==> src/gdi_defines.svh <==
// register offsets, field positions, reset values and timing figures
// assumes inclusion by bare name from any file of the door interlock
`ifndef GDI_DEFINES_SVH
`define GDI_DEFINES_SVH

// ----------------------------------------
// register offsets (byte addresses)
// ----------------------------------------
`define GDI_OFS_CTRL 5'h00
`define GDI_OFS_DELAY 5'h04
`define GDI_OFS_STATUS 5'h08
`define GDI_OFS_IRQ_STAT 5'h0c
`define GDI_OFS_IRQ_MASK 5'h10

// ----------------------------------------
// fields and reset values
// ----------------------------------------
`define GDI_CTRL_START_EN 0
`define GDI_CTRL_RST 1'h1
`define GDI_ST_LOCK_ERR 8
`define GDI_ST_ACT_ERR 9
`define GDI_ST_HW_ERR 10
`define GDI_ST_PASSIV 11
`define GDI_ST_DOOR 12
`define GDI_ST_LOCK_FB 13
`define GDI_ST_ACK_REQ 14
`define GDI_IRQ_FAULT 0
`define GDI_IRQ_ACK_REQ 1
`define GDI_IRQ_RELEASE 2
`define GDI_IRQ_RUN 3
`define GDI_IRQ_W 4
`define GDI_IRQ_MASK_RST 4'h0

// ----------------------------------------
// pin indices of the synchroniser
// ----------------------------------------
`define GDI_PIN_START 0
`define GDI_PIN_STOP 1
`define GDI_PIN_ACK 2
`define GDI_PIN_RESET 3
`define GDI_PIN_DOOR 4
`define GDI_PIN_LOCK_FB 5
`define GDI_PIN_CONT_FB 6
`define GDI_PIN_EXT_V 7
`define GDI_PIN_MOD_MISS 8
`define GDI_NPINS 9

// ----------------------------------------
// timing
// ----------------------------------------
`define GDI_CLK_HZ 10000000
`define GDI_TICK_MS 1
`define GDI_CYC_PER_MS (`GDI_CLK_HZ / 1000 * `GDI_TICK_MS)
`define GDI_UNLOCK_MS 5000
`define GDI_LOCK_TMO_MS 100
`define GDI_FB_MS 50

`endif

==> src/gdi_pkg.sv <==
// types shared by the door interlock files
// assumes nothing beyond a SystemVerilog compiler
package gdi_pkg;

	// ----------------------------------------
	// sequencer states, one-hot
	// ----------------------------------------
	typedef enum logic [7:0] {
		ST_INIT = 8'h01,
		ST_OPEN = 8'h02,
		ST_ACKW = 8'h04,
		ST_READY = 8'h08,
		ST_LOCKING = 8'h10,
		ST_RUN = 8'h20,
		ST_UNLOCK_DLY = 8'h40,
		ST_FAULT = 8'h80
	} gdi_state_e;

	typedef logic [15:0] gdi_ms_t;

endpackage

==> src/gdi_pin_if.sv <==
// carries synchronised pin levels from the synchroniser to the sequencer
// assumes one clock domain on the consuming side
`timescale 1ns/1ps

interface gdi_pin_if #(
	parameter int N = 9
);
	logic [N-1:0] level;

	modport src (output level);
	modport dst (input level);
endinterface

==> src/gdi_pin_sync.sv <==
// three-stage synchroniser for asynchronous pins
// assumes pins from outside the clock domain; reset asynchronous low
`timescale 1ns/1ps

module gdi_pin_sync #(
	parameter int N = 9
) (
	input wire logic clock_i,
	input wire logic rstn_i,
	input wire logic [N-1:0] pins_i,
	gdi_pin_if.src sync
);

	logic [N-1:0] ff1_r;
	logic [N-1:0] ff2_r;
	logic [N-1:0] ff3_r;
	logic [N-1:0] level_r;

	// ----------------------------------------
	// shift chain; first stage feeds only the second
	// ----------------------------------------
	always_ff @(posedge clock_i or negedge rstn_i) begin
		if (!rstn_i) begin
			ff1_r <= '0;
			ff2_r <= '0;
			ff3_r <= '0;
		end else begin
			ff1_r <= pins_i;
			ff2_r <= ff1_r;
			ff3_r <= ff2_r;
		end
	end

	// a change counts once stages two and three agree, hiding one-cycle glitches
	always_ff @(posedge clock_i or negedge rstn_i) begin
		if (!rstn_i) begin
			level_r <= '0;
		end else begin
			for (int i = 0; i < N; i++) begin
				if (ff2_r[i] == ff3_r[i]) begin
					level_r[i] <= ff3_r[i];
				end
			end
		end
	end

	assign sync.level = level_r;

endmodule

==> src/gdi_door_lock_supervisor.sv <==
// sequencer for a guarded machine with a locking protective door
// assumes buttons and sensors arrive raw on pins; one 10 MHz clock
//
// Our own choices: the register offsets and strobed register access.
`timescale 1ns/1ps
`include "gdi_defines.svh"

module gdi_door_lock_supervisor #(
	parameter int CYC_PER_MS = `GDI_CYC_PER_MS,
	parameter int UNLOCK_MS = `GDI_UNLOCK_MS,
	parameter int LOCK_TMO_MS = `GDI_LOCK_TMO_MS,
	parameter int FB_MS = `GDI_FB_MS
) (
	input wire logic clock_i,
	input wire logic rstn_i,
	input wire logic start_btn_i,
	input wire logic stop_btn_i,
	input wire logic ack_btn_i,
	input wire logic reset_btn_i,
	input wire logic door_closed_i,
	input wire logic lock_fb_i,
	input wire logic contactor_fb_i,
	input wire logic ext_volt_i,
	input wire logic module_missing_i,
	input wire logic [4:0] addr_i,
	input wire logic [31:0] wdata_i,
	input wire logic wr_i,
	input wire logic rd_i,
	output logic [31:0] rdata_o,
	output logic machine_en_o,
	output logic lock_solenoid_o,
	output logic ack_req_o,
	output logic led_red_o,
	output logic led_green_o,
	output logic irq_o
);

	// ----------------------------------------
	// pin synchronisation
	// ----------------------------------------
	gdi_pin_if #(.N(`GDI_NPINS)) pins ();

	gdi_pin_sync #(.N(`GDI_NPINS)) u_sync (
		.clock_i(clock_i),
		.rstn_i(rstn_i),
		.pins_i({module_missing_i, ext_volt_i, contactor_fb_i, lock_fb_i, door_closed_i,
			reset_btn_i, ack_btn_i, stop_btn_i, start_btn_i}),
		.sync(pins)
	);

	logic [`GDI_NPINS-1:0] lvl_d_r;
	logic start_p, stop_p, ack_p, rst_p;
	logic door, lock_fb, cont_fb, hw_cause;

	// buttons act on the press edge, so a held button fires once
	always_ff @(posedge clock_i or negedge rstn_i) begin
		if (!rstn_i) begin
			lvl_d_r <= '0;
		end else begin
			lvl_d_r <= pins.level;
		end
	end

	assign start_p = pins.level[`GDI_PIN_START] & ~lvl_d_r[`GDI_PIN_START];
	assign stop_p = pins.level[`GDI_PIN_STOP] & ~lvl_d_r[`GDI_PIN_STOP];
	assign ack_p = pins.level[`GDI_PIN_ACK] & ~lvl_d_r[`GDI_PIN_ACK];
	assign rst_p = pins.level[`GDI_PIN_RESET] & ~lvl_d_r[`GDI_PIN_RESET];
	assign door = pins.level[`GDI_PIN_DOOR];
	assign lock_fb = pins.level[`GDI_PIN_LOCK_FB];
	assign cont_fb = pins.level[`GDI_PIN_CONT_FB];
	assign hw_cause = pins.level[`GDI_PIN_EXT_V] | pins.level[`GDI_PIN_MOD_MISS];

	// ----------------------------------------
	// millisecond tick divider
	// ----------------------------------------
	logic [23:0] div_r;
	logic ms_tick_r;

	always_ff @(posedge clock_i or negedge rstn_i) begin
		if (!rstn_i) begin
			div_r <= '0;
			ms_tick_r <= 1'b0;
		end else if (div_r == 24'(CYC_PER_MS - 1)) begin
			div_r <= '0;
			ms_tick_r <= 1'b1;
		end else begin
			div_r <= div_r + 24'h000001;
			ms_tick_r <= 1'b0;
		end
	end

	// ----------------------------------------
	// registers written by software
	// ----------------------------------------
	logic start_en_r;
	gdi_pkg::gdi_ms_t delay_r;
	logic [`GDI_IRQ_W-1:0] irq_mask_r;
	logic [`GDI_IRQ_W-1:0] irq_stat_r;
	logic [`GDI_IRQ_W-1:0] irq_stat_nxt;
	logic [`GDI_IRQ_W-1:0] ev;

	always_ff @(posedge clock_i or negedge rstn_i) begin
		if (!rstn_i) begin
			start_en_r <= `GDI_CTRL_RST;
			delay_r <= gdi_pkg::gdi_ms_t'(UNLOCK_MS);
			irq_mask_r <= `GDI_IRQ_MASK_RST;
		end else if (wr_i) begin
			case (addr_i)
				`GDI_OFS_CTRL: start_en_r <= wdata_i[`GDI_CTRL_START_EN];
				`GDI_OFS_DELAY: delay_r <= wdata_i[15:0];
				`GDI_OFS_IRQ_MASK: irq_mask_r <= wdata_i[`GDI_IRQ_W-1:0];
				default: ;
			endcase
		end
	end

	// ----------------------------------------
	// error latches
	// ----------------------------------------
	logic lock_err_r, act_err_r, hw_err_r, passiv_r;
	logic lock_err_set, act_err_set, err_any, tmr_zero;
	gdi_pkg::gdi_ms_t fb_cnt_r, tmr_r;
	gdi_pkg::gdi_state_e state_r, state_nxt;

	assign tmr_zero = (tmr_r == '0);
	assign err_any = lock_err_r | act_err_r | hw_err_r;

	// lock missing while it should hold, or never confirmed while engaging
	assign lock_err_set = ((state_r == gdi_pkg::ST_RUN || state_r == gdi_pkg::ST_UNLOCK_DLY)
		&& (!lock_fb || !door)) || (state_r == gdi_pkg::ST_LOCKING && tmr_zero);
	// contactor disagreeing with the enable covers a welded contact too
	assign act_err_set = (fb_cnt_r == gdi_pkg::gdi_ms_t'(FB_MS));

	always_ff @(posedge clock_i or negedge rstn_i) begin
		if (!rstn_i) begin
			fb_cnt_r <= '0;
		end else if (cont_fb == machine_en_o) begin
			fb_cnt_r <= '0;
		end else if (ms_tick_r && !act_err_set) begin
			fb_cnt_r <= fb_cnt_r + 16'h0001;
		end
	end

	// set wins over the clear of a reset press, so a standing cause stays latched
	always_ff @(posedge clock_i or negedge rstn_i) begin
		if (!rstn_i) begin
			lock_err_r <= 1'b0;
			act_err_r <= 1'b0;
			hw_err_r <= 1'b0;
			passiv_r <= 1'b0;
		end else begin
			lock_err_r <= lock_err_set | (lock_err_r & ~rst_p);
			act_err_r <= act_err_set | (act_err_r & ~rst_p);
			hw_err_r <= hw_cause | (hw_err_r & ~rst_p);
			passiv_r <= hw_cause | (passiv_r & ~rst_p);
		end
	end

	// ----------------------------------------
	// sequencer
	// ----------------------------------------
	always_comb begin
		state_nxt = state_r;
		case (state_r)
			gdi_pkg::ST_INIT: begin
				// door seen on ms ticks only, once the synchroniser has left reset (CYC_PER_MS >= 4)
				if (!door && ms_tick_r) begin
					state_nxt = gdi_pkg::ST_OPEN;
				end
			end
			gdi_pkg::ST_OPEN: begin
				if (door) begin
					state_nxt = gdi_pkg::ST_ACKW;
				end
			end
			gdi_pkg::ST_ACKW: begin
				if (!door) begin
					state_nxt = gdi_pkg::ST_OPEN;
				end else if (ack_p) begin
					state_nxt = gdi_pkg::ST_READY;
				end
			end
			gdi_pkg::ST_READY: begin
				if (!door) begin
					state_nxt = gdi_pkg::ST_OPEN;
				end else if (start_p && start_en_r) begin
					state_nxt = gdi_pkg::ST_LOCKING;
				end
			end
			gdi_pkg::ST_LOCKING: begin
				if (stop_p || !door) begin
					state_nxt = gdi_pkg::ST_READY;
				end else if (lock_fb) begin
					state_nxt = gdi_pkg::ST_RUN;
				end
			end
			gdi_pkg::ST_RUN: begin
				if (stop_p) begin
					state_nxt = gdi_pkg::ST_UNLOCK_DLY;
				end
			end
			gdi_pkg::ST_UNLOCK_DLY: begin
				if (start_p && start_en_r && door && lock_fb) begin
					state_nxt = gdi_pkg::ST_RUN;
				end else if (tmr_zero) begin
					state_nxt = gdi_pkg::ST_READY;
				end
			end
			gdi_pkg::ST_FAULT: begin
				// leave only once reset clears errors whose cause is gone
				if (rst_p && !hw_cause && !lock_err_set && !act_err_set) begin
					state_nxt = door ? gdi_pkg::ST_READY : gdi_pkg::ST_OPEN;
				end
			end
			default: state_nxt = gdi_pkg::ST_INIT;
		endcase
		if (err_any && state_r != gdi_pkg::ST_FAULT) begin
			state_nxt = gdi_pkg::ST_FAULT;
		end
	end

	always_ff @(posedge clock_i or negedge rstn_i) begin
		if (!rstn_i) begin
			state_r <= gdi_pkg::ST_INIT;
		end else begin
			state_r <= state_nxt;
		end
	end

	// one timer serves the unlock delay, the fault delay and the lock timeout
	always_ff @(posedge clock_i or negedge rstn_i) begin
		if (!rstn_i) begin
			tmr_r <= '0;
		end else if (state_nxt != state_r) begin
			if (state_nxt == gdi_pkg::ST_LOCKING) begin
				tmr_r <= gdi_pkg::gdi_ms_t'(LOCK_TMO_MS);
			end else begin
				tmr_r <= delay_r;
			end
		end else if (ms_tick_r && !tmr_zero) begin
			tmr_r <= tmr_r - 16'h0001;
		end
	end

	// ----------------------------------------
	// outputs
	// ----------------------------------------
	// solenoid powered means unlocked; after a fault the door stays held until the delay ends or a reset press leaves the fault state
	always_ff @(posedge clock_i or negedge rstn_i) begin
		if (!rstn_i) begin
			machine_en_o <= 1'b0;
			lock_solenoid_o <= 1'b1;
			ack_req_o <= 1'b0;
			led_red_o <= 1'b0;
			led_green_o <= 1'b1;
		end else begin
			machine_en_o <= (state_nxt == gdi_pkg::ST_RUN) && !err_any;
			lock_solenoid_o <= (state_nxt == gdi_pkg::ST_INIT) || (state_nxt == gdi_pkg::ST_OPEN)
				|| (state_nxt == gdi_pkg::ST_ACKW) || (state_nxt == gdi_pkg::ST_READY)
				|| (state_nxt == gdi_pkg::ST_FAULT && state_r == gdi_pkg::ST_FAULT
				&& tmr_zero);
			ack_req_o <= (state_nxt == gdi_pkg::ST_ACKW);
			led_red_o <= hw_err_r;
			led_green_o <= ~hw_err_r;
		end
	end

	// ----------------------------------------
	// interrupt status, write one to clear
	// ----------------------------------------
	assign ev[`GDI_IRQ_FAULT] = (state_nxt == gdi_pkg::ST_FAULT) && (state_r != gdi_pkg::ST_FAULT);
	assign ev[`GDI_IRQ_ACK_REQ] = (state_nxt == gdi_pkg::ST_ACKW) && (state_r != gdi_pkg::ST_ACKW);
	assign ev[`GDI_IRQ_RELEASE] = (state_r == gdi_pkg::ST_UNLOCK_DLY)
		&& (state_nxt == gdi_pkg::ST_READY);
	assign ev[`GDI_IRQ_RUN] = (state_nxt == gdi_pkg::ST_RUN) && (state_r != gdi_pkg::ST_RUN);

	always_comb begin
		irq_stat_nxt = irq_stat_r;
		if (wr_i && addr_i == `GDI_OFS_IRQ_STAT) begin
			irq_stat_nxt = irq_stat_r & ~wdata_i[`GDI_IRQ_W-1:0];
		end
		irq_stat_nxt = irq_stat_nxt | ev;
	end

	always_ff @(posedge clock_i or negedge rstn_i) begin
		if (!rstn_i) begin
			irq_stat_r <= '0;
			irq_o <= 1'b0;
		end else begin
			irq_stat_r <= irq_stat_nxt;
			irq_o <= |(irq_stat_nxt & irq_mask_r);
		end
	end

	// ----------------------------------------
	// read port, data valid the cycle after the strobe
	// ----------------------------------------
	always_ff @(posedge clock_i or negedge rstn_i) begin
		if (!rstn_i) begin
			rdata_o <= '0;
		end else if (rd_i) begin
			case (addr_i)
				`GDI_OFS_CTRL: rdata_o <= {31'h0, start_en_r};
				`GDI_OFS_DELAY: rdata_o <= {16'h0, delay_r};
				`GDI_OFS_STATUS: rdata_o <= {17'h0, ack_req_o, lock_fb, door, passiv_r,
					hw_err_r, act_err_r, lock_err_r, state_r};
				`GDI_OFS_IRQ_STAT: rdata_o <= {28'h0, irq_stat_r};
				`GDI_OFS_IRQ_MASK: rdata_o <= {28'h0, irq_mask_r};
				default: rdata_o <= '0;
			endcase
		end else begin
			rdata_o <= '0;
		end
	end

endmodule

==> config.mk <==
export PLATFORM = sky130hd
export DESIGN_NAME = gdi_door_lock_supervisor
export DESIGN_NICKNAME = d
export VERILOG_FILES = /design/src/gdi_pkg.sv /design/src/gdi_pin_if.sv /design/src/gdi_pin_sync.sv /design/src/gdi_door_lock_supervisor.sv
export VERILOG_INCLUDE_DIRS = /design/src
export SDC_FILE = /design/constraint.sdc
export NUM_CORES = 1
export LEC_CHECK = 0
export ABC_AREA = 0
export ABC_CLOCK_PERIOD_IN_PS = 4050
export BUFFER_PORTS_ARGS = -buffer_cell sky130_fd_sc_hd__buf_2
export CAP_MARGIN = 20
export CORE_ASPECT_RATIO = 1.2
export CORE_MARGIN = 10
export CORE_UTILIZATION = 55
export CTS_BUF_LIST = sky130_fd_sc_hd__clkbuf_8
export DETAILED_ROUTE_END_ITERATION = 16
export GPL_ROUTABILITY_DRIVEN = 0
export PLACE_DENSITY = 0.74
export SETUP_SLACK_MARGIN = 0.2
export SLEW_MARGIN = 40
export SYNTH_ARGS = -nofsm -noshare
export SYNTH_HDL_FRONTEND = slang
export SYNTH_SLANG_ARGS = --single-unit
==> constraint.sdc <==
create_clock -name clock_i -period 4.05 [get_ports clock_i]
set_clock_uncertainty 0.2 [all_clocks]
set_input_delay 0.81 -clock clock_i [delete_from_list [all_inputs] [get_ports clock_i]]
set_output_delay 0.81 -clock clock_i [all_outputs]
set_load 0.005 [all_outputs]
======== Word level (Yosys, flattened, before mapping) ========
Index checks and enable logic that the tools add are counted.
operators by class
  $add $sub $neg .......................... 3
  eq/ne operators ......................... 35
  multiplexer cells ....................... 25
  bitwise logic cells ..................... 25
  reductions and logical operators ........ 43
operators by type and width
  kind                                                                     number
  8-bit 2-to-1 mux                                                         13
  16-bit 2-to-1 mux                                                        5
  16-bit case mux with 5 select lines                                      1
  8-bit case mux with 8 select lines                                       1
  32-bit 2-to-1 mux                                                        1
  24-bit by 1-bit adder with 24-bit output, second input constant          1
  24-bit by 14-bit equality test with 1-bit output, second input constant  1
  24-bit 2-to-1 mux                                                        1
  1-bit logical AND                                                        20
  16-bit by 1-bit adder with 16-bit output, second input constant          1
  16-bit by 6-bit equality test with 1-bit output, second input constant   1
  8-bit by 1-bit equality test with 1-bit output, second input constant    2
  8-bit by 2-bit equality test with 1-bit output, second input constant    2
  8-bit by 3-bit equality test with 1-bit output, second input constant    2
  8-bit by 4-bit equality test with 1-bit output, second input constant    2
  8-bit by 5-bit equality test with 1-bit output, second input constant    2
  8-bit by 6-bit equality test with 1-bit output, second input constant    2
  8-bit equality test, second input constant                               2
  16-bit zero test                                                         1
  16-bit by 1-bit subtractor with 16-bit output, second input constant     1
  1-bit equality test                                                      10
  5-bit by 4-bit equality test with 1-bit output, second input constant    2
  1-bit bitwise AND                                                        8
  4-bit bitwise AND                                                        2
  other kinds (19)                                                         47
storage, ports and cells
  bits in registers ....................... 172
  bits of input ports ..................... 50
  output and inout port bits .............. 38

======== Depth between registers and ports, before layout ========
  depth after elaboration ................. 15
  depth in mapped cells ................... 12
  gate-level depth less buffers ........... 10

======== Hierarchy ========
From an unflattened synthesis, not the netlist that was laid out.
second synthesis, totals
  cell total of the unflattened synthesis .. 629
  area total of the unflattened synthesis .. 7,096.8 um2
modules (own cells, without submodules)
  module                    times used  cells an instance  area an instance (um2)  seq. area each (um2)
  gdi_door_lock_supervisor  1           584                6,094.6                 3,014.1
  gdi_pin_sync              1           45                 1,002.2                 900.9

======== Worst setup path before layout ========
Ideal clock, no wire load.
  kind .................................... register to register
  start point ............................. register state_r[0]
  end point ............................... register tmr_r[12]
  library setup time ...................... 125 ps
  arrival time ............................ 2,578 ps
  required time ........................... 3,725 ps
  path slack .............................. 1,147 ps
  cell stages (with the launch flop) ...... 12
  path buffers ............................ 3
  period minus slack after synthesis ...... 2,903 ps
  cells stage by stage .................... dfstp_2 buf_4 xor2_1 o2111ai_1 o211a_1 or2_4 buf_6 nand4b_4 a221oi_2 o2111ai_4 buf_6 mux2i_1
on the way
  longest elaborated chain between the ends .. 13
  elaborated cells between the ends (all ways) .. 36
  classes of those cells .................. 11 x eq/ne; 16 x mux; 9 x reduce/logical
ends and longest elaborated chain
  what                                                                                                                     RTL line                                                          RTL
  start, declared                                                                                                          gdi_door_lock_supervisor.sv:123                                   gdi_pkg::gdi_state_e state_r, state_nxt;
  start signal, assigned                                                                                                   gdi_door_lock_supervisor.sv:224                                   state_r <= gdi_pkg::ST_INIT;
  start signal, assigned                                                                                                   gdi_door_lock_supervisor.sv:226                                   state_r <= state_nxt;
  8-bit by 6-bit equality test with 1-bit output / 8-bit by 7-bit equality test with 1-bit output (equally long branches)  gdi_door_lock_supervisor.sv:129, gdi_door_lock_supervisor.sv:164
  1-bit logical OR                                                                                                         gdi_door_lock_supervisor.sv:129                                   assign lock_err_set = ((state_r == gdi_pkg::ST_RUN || state_r == gdi_pkg::ST_UNLOCK_DLY)
  1-bit logical AND                                                                                                        gdi_door_lock_supervisor.sv:130                                   && (!lock_fb || !door)) || (state_r == gdi_pkg::ST_LOCKING && tmr_zero);
  1-bit logical OR                                                                                                         gdi_door_lock_supervisor.sv:130
  1-bit zero test                                                                                                          gdi_door_lock_supervisor.sv:211                                   if (rst_p && !hw_cause && !lock_err_set && !act_err_set) begin
  1-bit logical AND (2 in series)                                                                                          gdi_door_lock_supervisor.sv:211
  8-bit 2-to-1 mux                                                                                                         gdi_door_lock_supervisor.sv:211
  8-bit case mux with 8 select lines                                                                                       gdi_door_lock_supervisor.sv:164                                   case (state_r)
  8-bit 2-to-1 mux                                                                                                         gdi_door_lock_supervisor.sv:217                                   if (err_any && state_r != gdi_pkg::ST_FAULT) begin
  8-bit by 5-bit equality test with 1-bit output                                                                           gdi_door_lock_supervisor.sv:235                                   if (state_nxt == gdi_pkg::ST_LOCKING) begin
  16-bit 2-to-1 mux                                                                                                        gdi_door_lock_supervisor.sv:235
  16-bit 2-to-1 mux                                                                                                        gdi_door_lock_supervisor.sv:234                                   end else if (state_nxt != state_r) begin
  end signal, assigned                                                                                                     gdi_door_lock_supervisor.sv:236                                   tmr_r <= gdi_pkg::gdi_ms_t'(LOCK_TMO_MS);
  end signal, assigned                                                                                                     gdi_door_lock_supervisor.sv:238                                   tmr_r <= delay_r;
  end signal, assigned                                                                                                     gdi_door_lock_supervisor.sv:241                                   tmr_r <= tmr_r - 16'h0001;
  end, declared                                                                                                            gdi_door_lock_supervisor.sv:122                                   gdi_pkg::gdi_ms_t fb_cnt_r, tmr_r;
Several ways; a longest one is shown, not always the timed one.
A chain may end at the register's enable or synchronous reset.

======== Worst setup path in the final report ========
  start point ............................. register state_r[2]
  end point ............................... register tmr_r[6]
Same word-level chain as after synthesis.

==> results.txt <==
CTS Buf Count: 17
Multi-input logic area: 3010 sq um
Slew @ Worst Pin: 771 ps
Pwr Density: 506 nW/um^2
Final slew viol count: 0
Post-CTS resize count: 0
Most frequent cell after synthesis: dfrtp_1
CP top delay family: simple AND/OR/NAND/NOR gates
Critical path origin: state_r[2]
Post-DP HPWL: 10700 um
R2r setup slk: 510 ps
Vias in the first global route: 5167
Setup Buffers After CTS: 0
Global-route usage over all layers: 0.174
Status: finished clean
CTS Hold Buffers Added: 0
Distinct cells, synth: 68
H-tree lvl count: 4
Worst min-delay path category: register to register
Worst-path clk slew: 80 ps
Total number of vias: 5031
Stages on the worst setup path: 8
Die width: 124 um
Final setup TNS: 0 ps
Sum of buffers and inverters on the critical path: 0
IR Drop Worst-Case VDD: 0.303 mV
Fin crit share: 0.873
Tot Pwr: 4.03 mW
Most instantiated cells after synthesis: dfrtp_1, nand2_1, nor2_1
Worst slack, placed: 586 ps
Fin crit period: 3540 ps
Fin cells: 878
Share of post-route cells with drive strength above 1: 0.200
Inserted Diodes: 0
Worst Path Required: 4210 ps
DR pass1 iterations: 5
Total grt overflow: 0
Storage element area: 3920 sq um
Most common flop cell mapped by yosys: dfrtp_1
Core footprint: 12700 sq um
Fmax: 283 MHz
DRC: 0
Post-detailed-route count of antenna-violating nets: 0
Top cell type's share of synthesized area: 0.515
Largest cells by area after synthesis: dfrtp_1, mux2_2, dfstp_2
Max stage delay on crit path: 810 ps
Root Buffer: clkbuf_8
Wirelength per Cell: 17.1 um
PortBufs: 55
Post-synth ARST share: 1.00
Crit-path cells: nor4_2 > nand3_1 > or4_1 > nand4_1 > nor3_1 > or4_1 > nor2b_1 > mux2i_1
Crit path DAT: 3700 ps
Synth-to-Final Area Change: 11.5%
Area leader, netlist: dfrtp_1
Clk buf depth: 2
I/O pins: 88
Final hold violations: 0
CTS tree: built
Row Count: 45
# setup viols final: 0
Post-Route WL: 15000 um
DP Cell Count: 846
RR Endpoint: tmr_r[6]
CP max FO: 17
Max Cap Viol: 0
Post-synthesis average cell area: 11.1 sq um
Crit-path slowest cell: or4_1
Nets: 755
Slew headroom: 0.486
Clk Latency, worst-skew pair: 450 ps
Synth Cell Area: 7140 sq um
Largest net degree at the start of global routing: 93
Crit. End Element: register
Cell mode on critical path: or4_1
Ys Warns: 0
R2R depth: 8
Die area: 18000 sq um
Unrepaired setup endpoints after global routing: false
DR vias/cell: 5.73
P_leak: 3.59 nW
Critical path destination: tmr_r[6]
CP startpoint kind: register
Initial core utilization: 0.564
Synth Instances: 644
Final core utilization: 0.629
Number of DRC markers in iteration 0: 470
Initial antenna violation count: 0
Setup Crit Path Kind: register to register
Fill count: 1010
Chip height: 145 um
Sink Count: 156
First-pass GRT wire length: 25000 um
Post-synth EDFFs: 0
Sequential area share after synthesis: 0.548
#FFs+latches synth: 156
Reg-to-Reg Start: state_r[2]
Setup WS post-layout: 513 ps
## area by class of cell
type                    instances  share of cell area
clock buffers                  18              0.0311
clock inverters                14              0.0253
inverters                      11             0.00518
multi-input cells             453               0.377
flip-flops and latches        156               0.491
well taps                     164              0.0258
repair buffers                 62              0.0438
## flip-flops by register name (all words and copies together), names as in the netlist, 4 cells and up
register,flops
delay_r,16
div_r,24
fb_cnt_r,16
irq_mask_r,4
irq_stat_r,4
lvl_d_r,4
rdata_o,16
state_r,8
tmr_r,16
u_sync.ff1_r,9
u_sync.ff2_r,9
u_sync.ff3_r,9
u_sync.sync.level,9
## layer usage
metal  share of wire  vias to the layer above  global-route usage
met2            0.52                      162               0.297
met4           0.026                        0              0.0728
li1                -                     2344                   -
met3           0.050                       39              0.0422
met5               0                        -                   0
met1            0.40                     2486               0.205
## cells by family after synthesis
family          synth area share
simple gates               0.190
mux                       0.0571
fa+ha+maj                 0.0196
buf+inv                   0.0406
other cells             0.000525
flops                      0.548
xor+xnor                  0.0637
compound gates            0.0806
## stage by stage
step                      cell area [sq um]  hold WS (ps)
after floorplan                        7200           131
after global placement                 7500           133
after detailed placement               7510           135
after CTS                              7960           149
after global routing                   7970           152
final                                  7970           146
## cell usage in the layout (no fill, tap or decap), drive strengths merged, types with 3 or more instances in the layout
cell	Yosys	final
a21o	3	3
a21oi	24	24
a222oi	6	6
a22oi	11	11
and2	5	5
and3	12	12
buf	26	61
bufinv	0	5
clkbuf	13	19
clkinv	0	5
conb	1	16
dfrtp	147	147
dfstp	9	9
ha	4	4
inv	11	13
maj3	9	9
mux2	22	22
mux2i	16	16
nand2	63	63
nand2b	13	13
nand3	26	26
nand4	11	11
nor2	60	60
nor2b	9	9
nor3	10	10
nor3b	3	3
nor4	16	16
nor4b	3	3
o2111ai	3	3
o21ai	15	15
or2	3	3
or3	5	5
or4	4	4
xnor2	26	26
xor2	26	26
## report_power, final
group          leakage, nW  total, mW  switching (mW)  internal, mW
clock                0.231       1.30           0.556         0.741
combinational         1.39      0.825           0.430         0.395
sequential            1.98       1.91           0.174          1.73
total                 3.59       4.03            1.16          2.87
## worst register-to-register path, stage by stage (launching register included)
cell	delay (ps)
dfrtp_1	540
nor4_2	490
nand3_1	250
or4_1	500
nand4_1	180
nor3_1	90
or4_1	810
nor2b_1	270
mux2i_1	130
## how the worst min path moves through the flow
stage | cells past startpoint | start | slack [ps] | end
after floorplan | 0 | u_sync.ff1_r[0] | 130 | u_sync.ff2_r[0]
after global placement | 0 | u_sync.ff1_r[6] | 130 | u_sync.ff2_r[6]
after detailed placement | 0 | u_sync.ff1_r[1] | 130 | u_sync.ff2_r[1]
after CTS | 0 | u_sync.ff1_r[8] | 150 | u_sync.ff2_r[8]
after global routing | 0 | u_sync.ff1_r[8] | 150 | u_sync.ff2_r[8]
final | 0 | u_sync.ff1_r[8] | 150 | u_sync.ff2_r[8]
(Power assumes the default switching activity.)
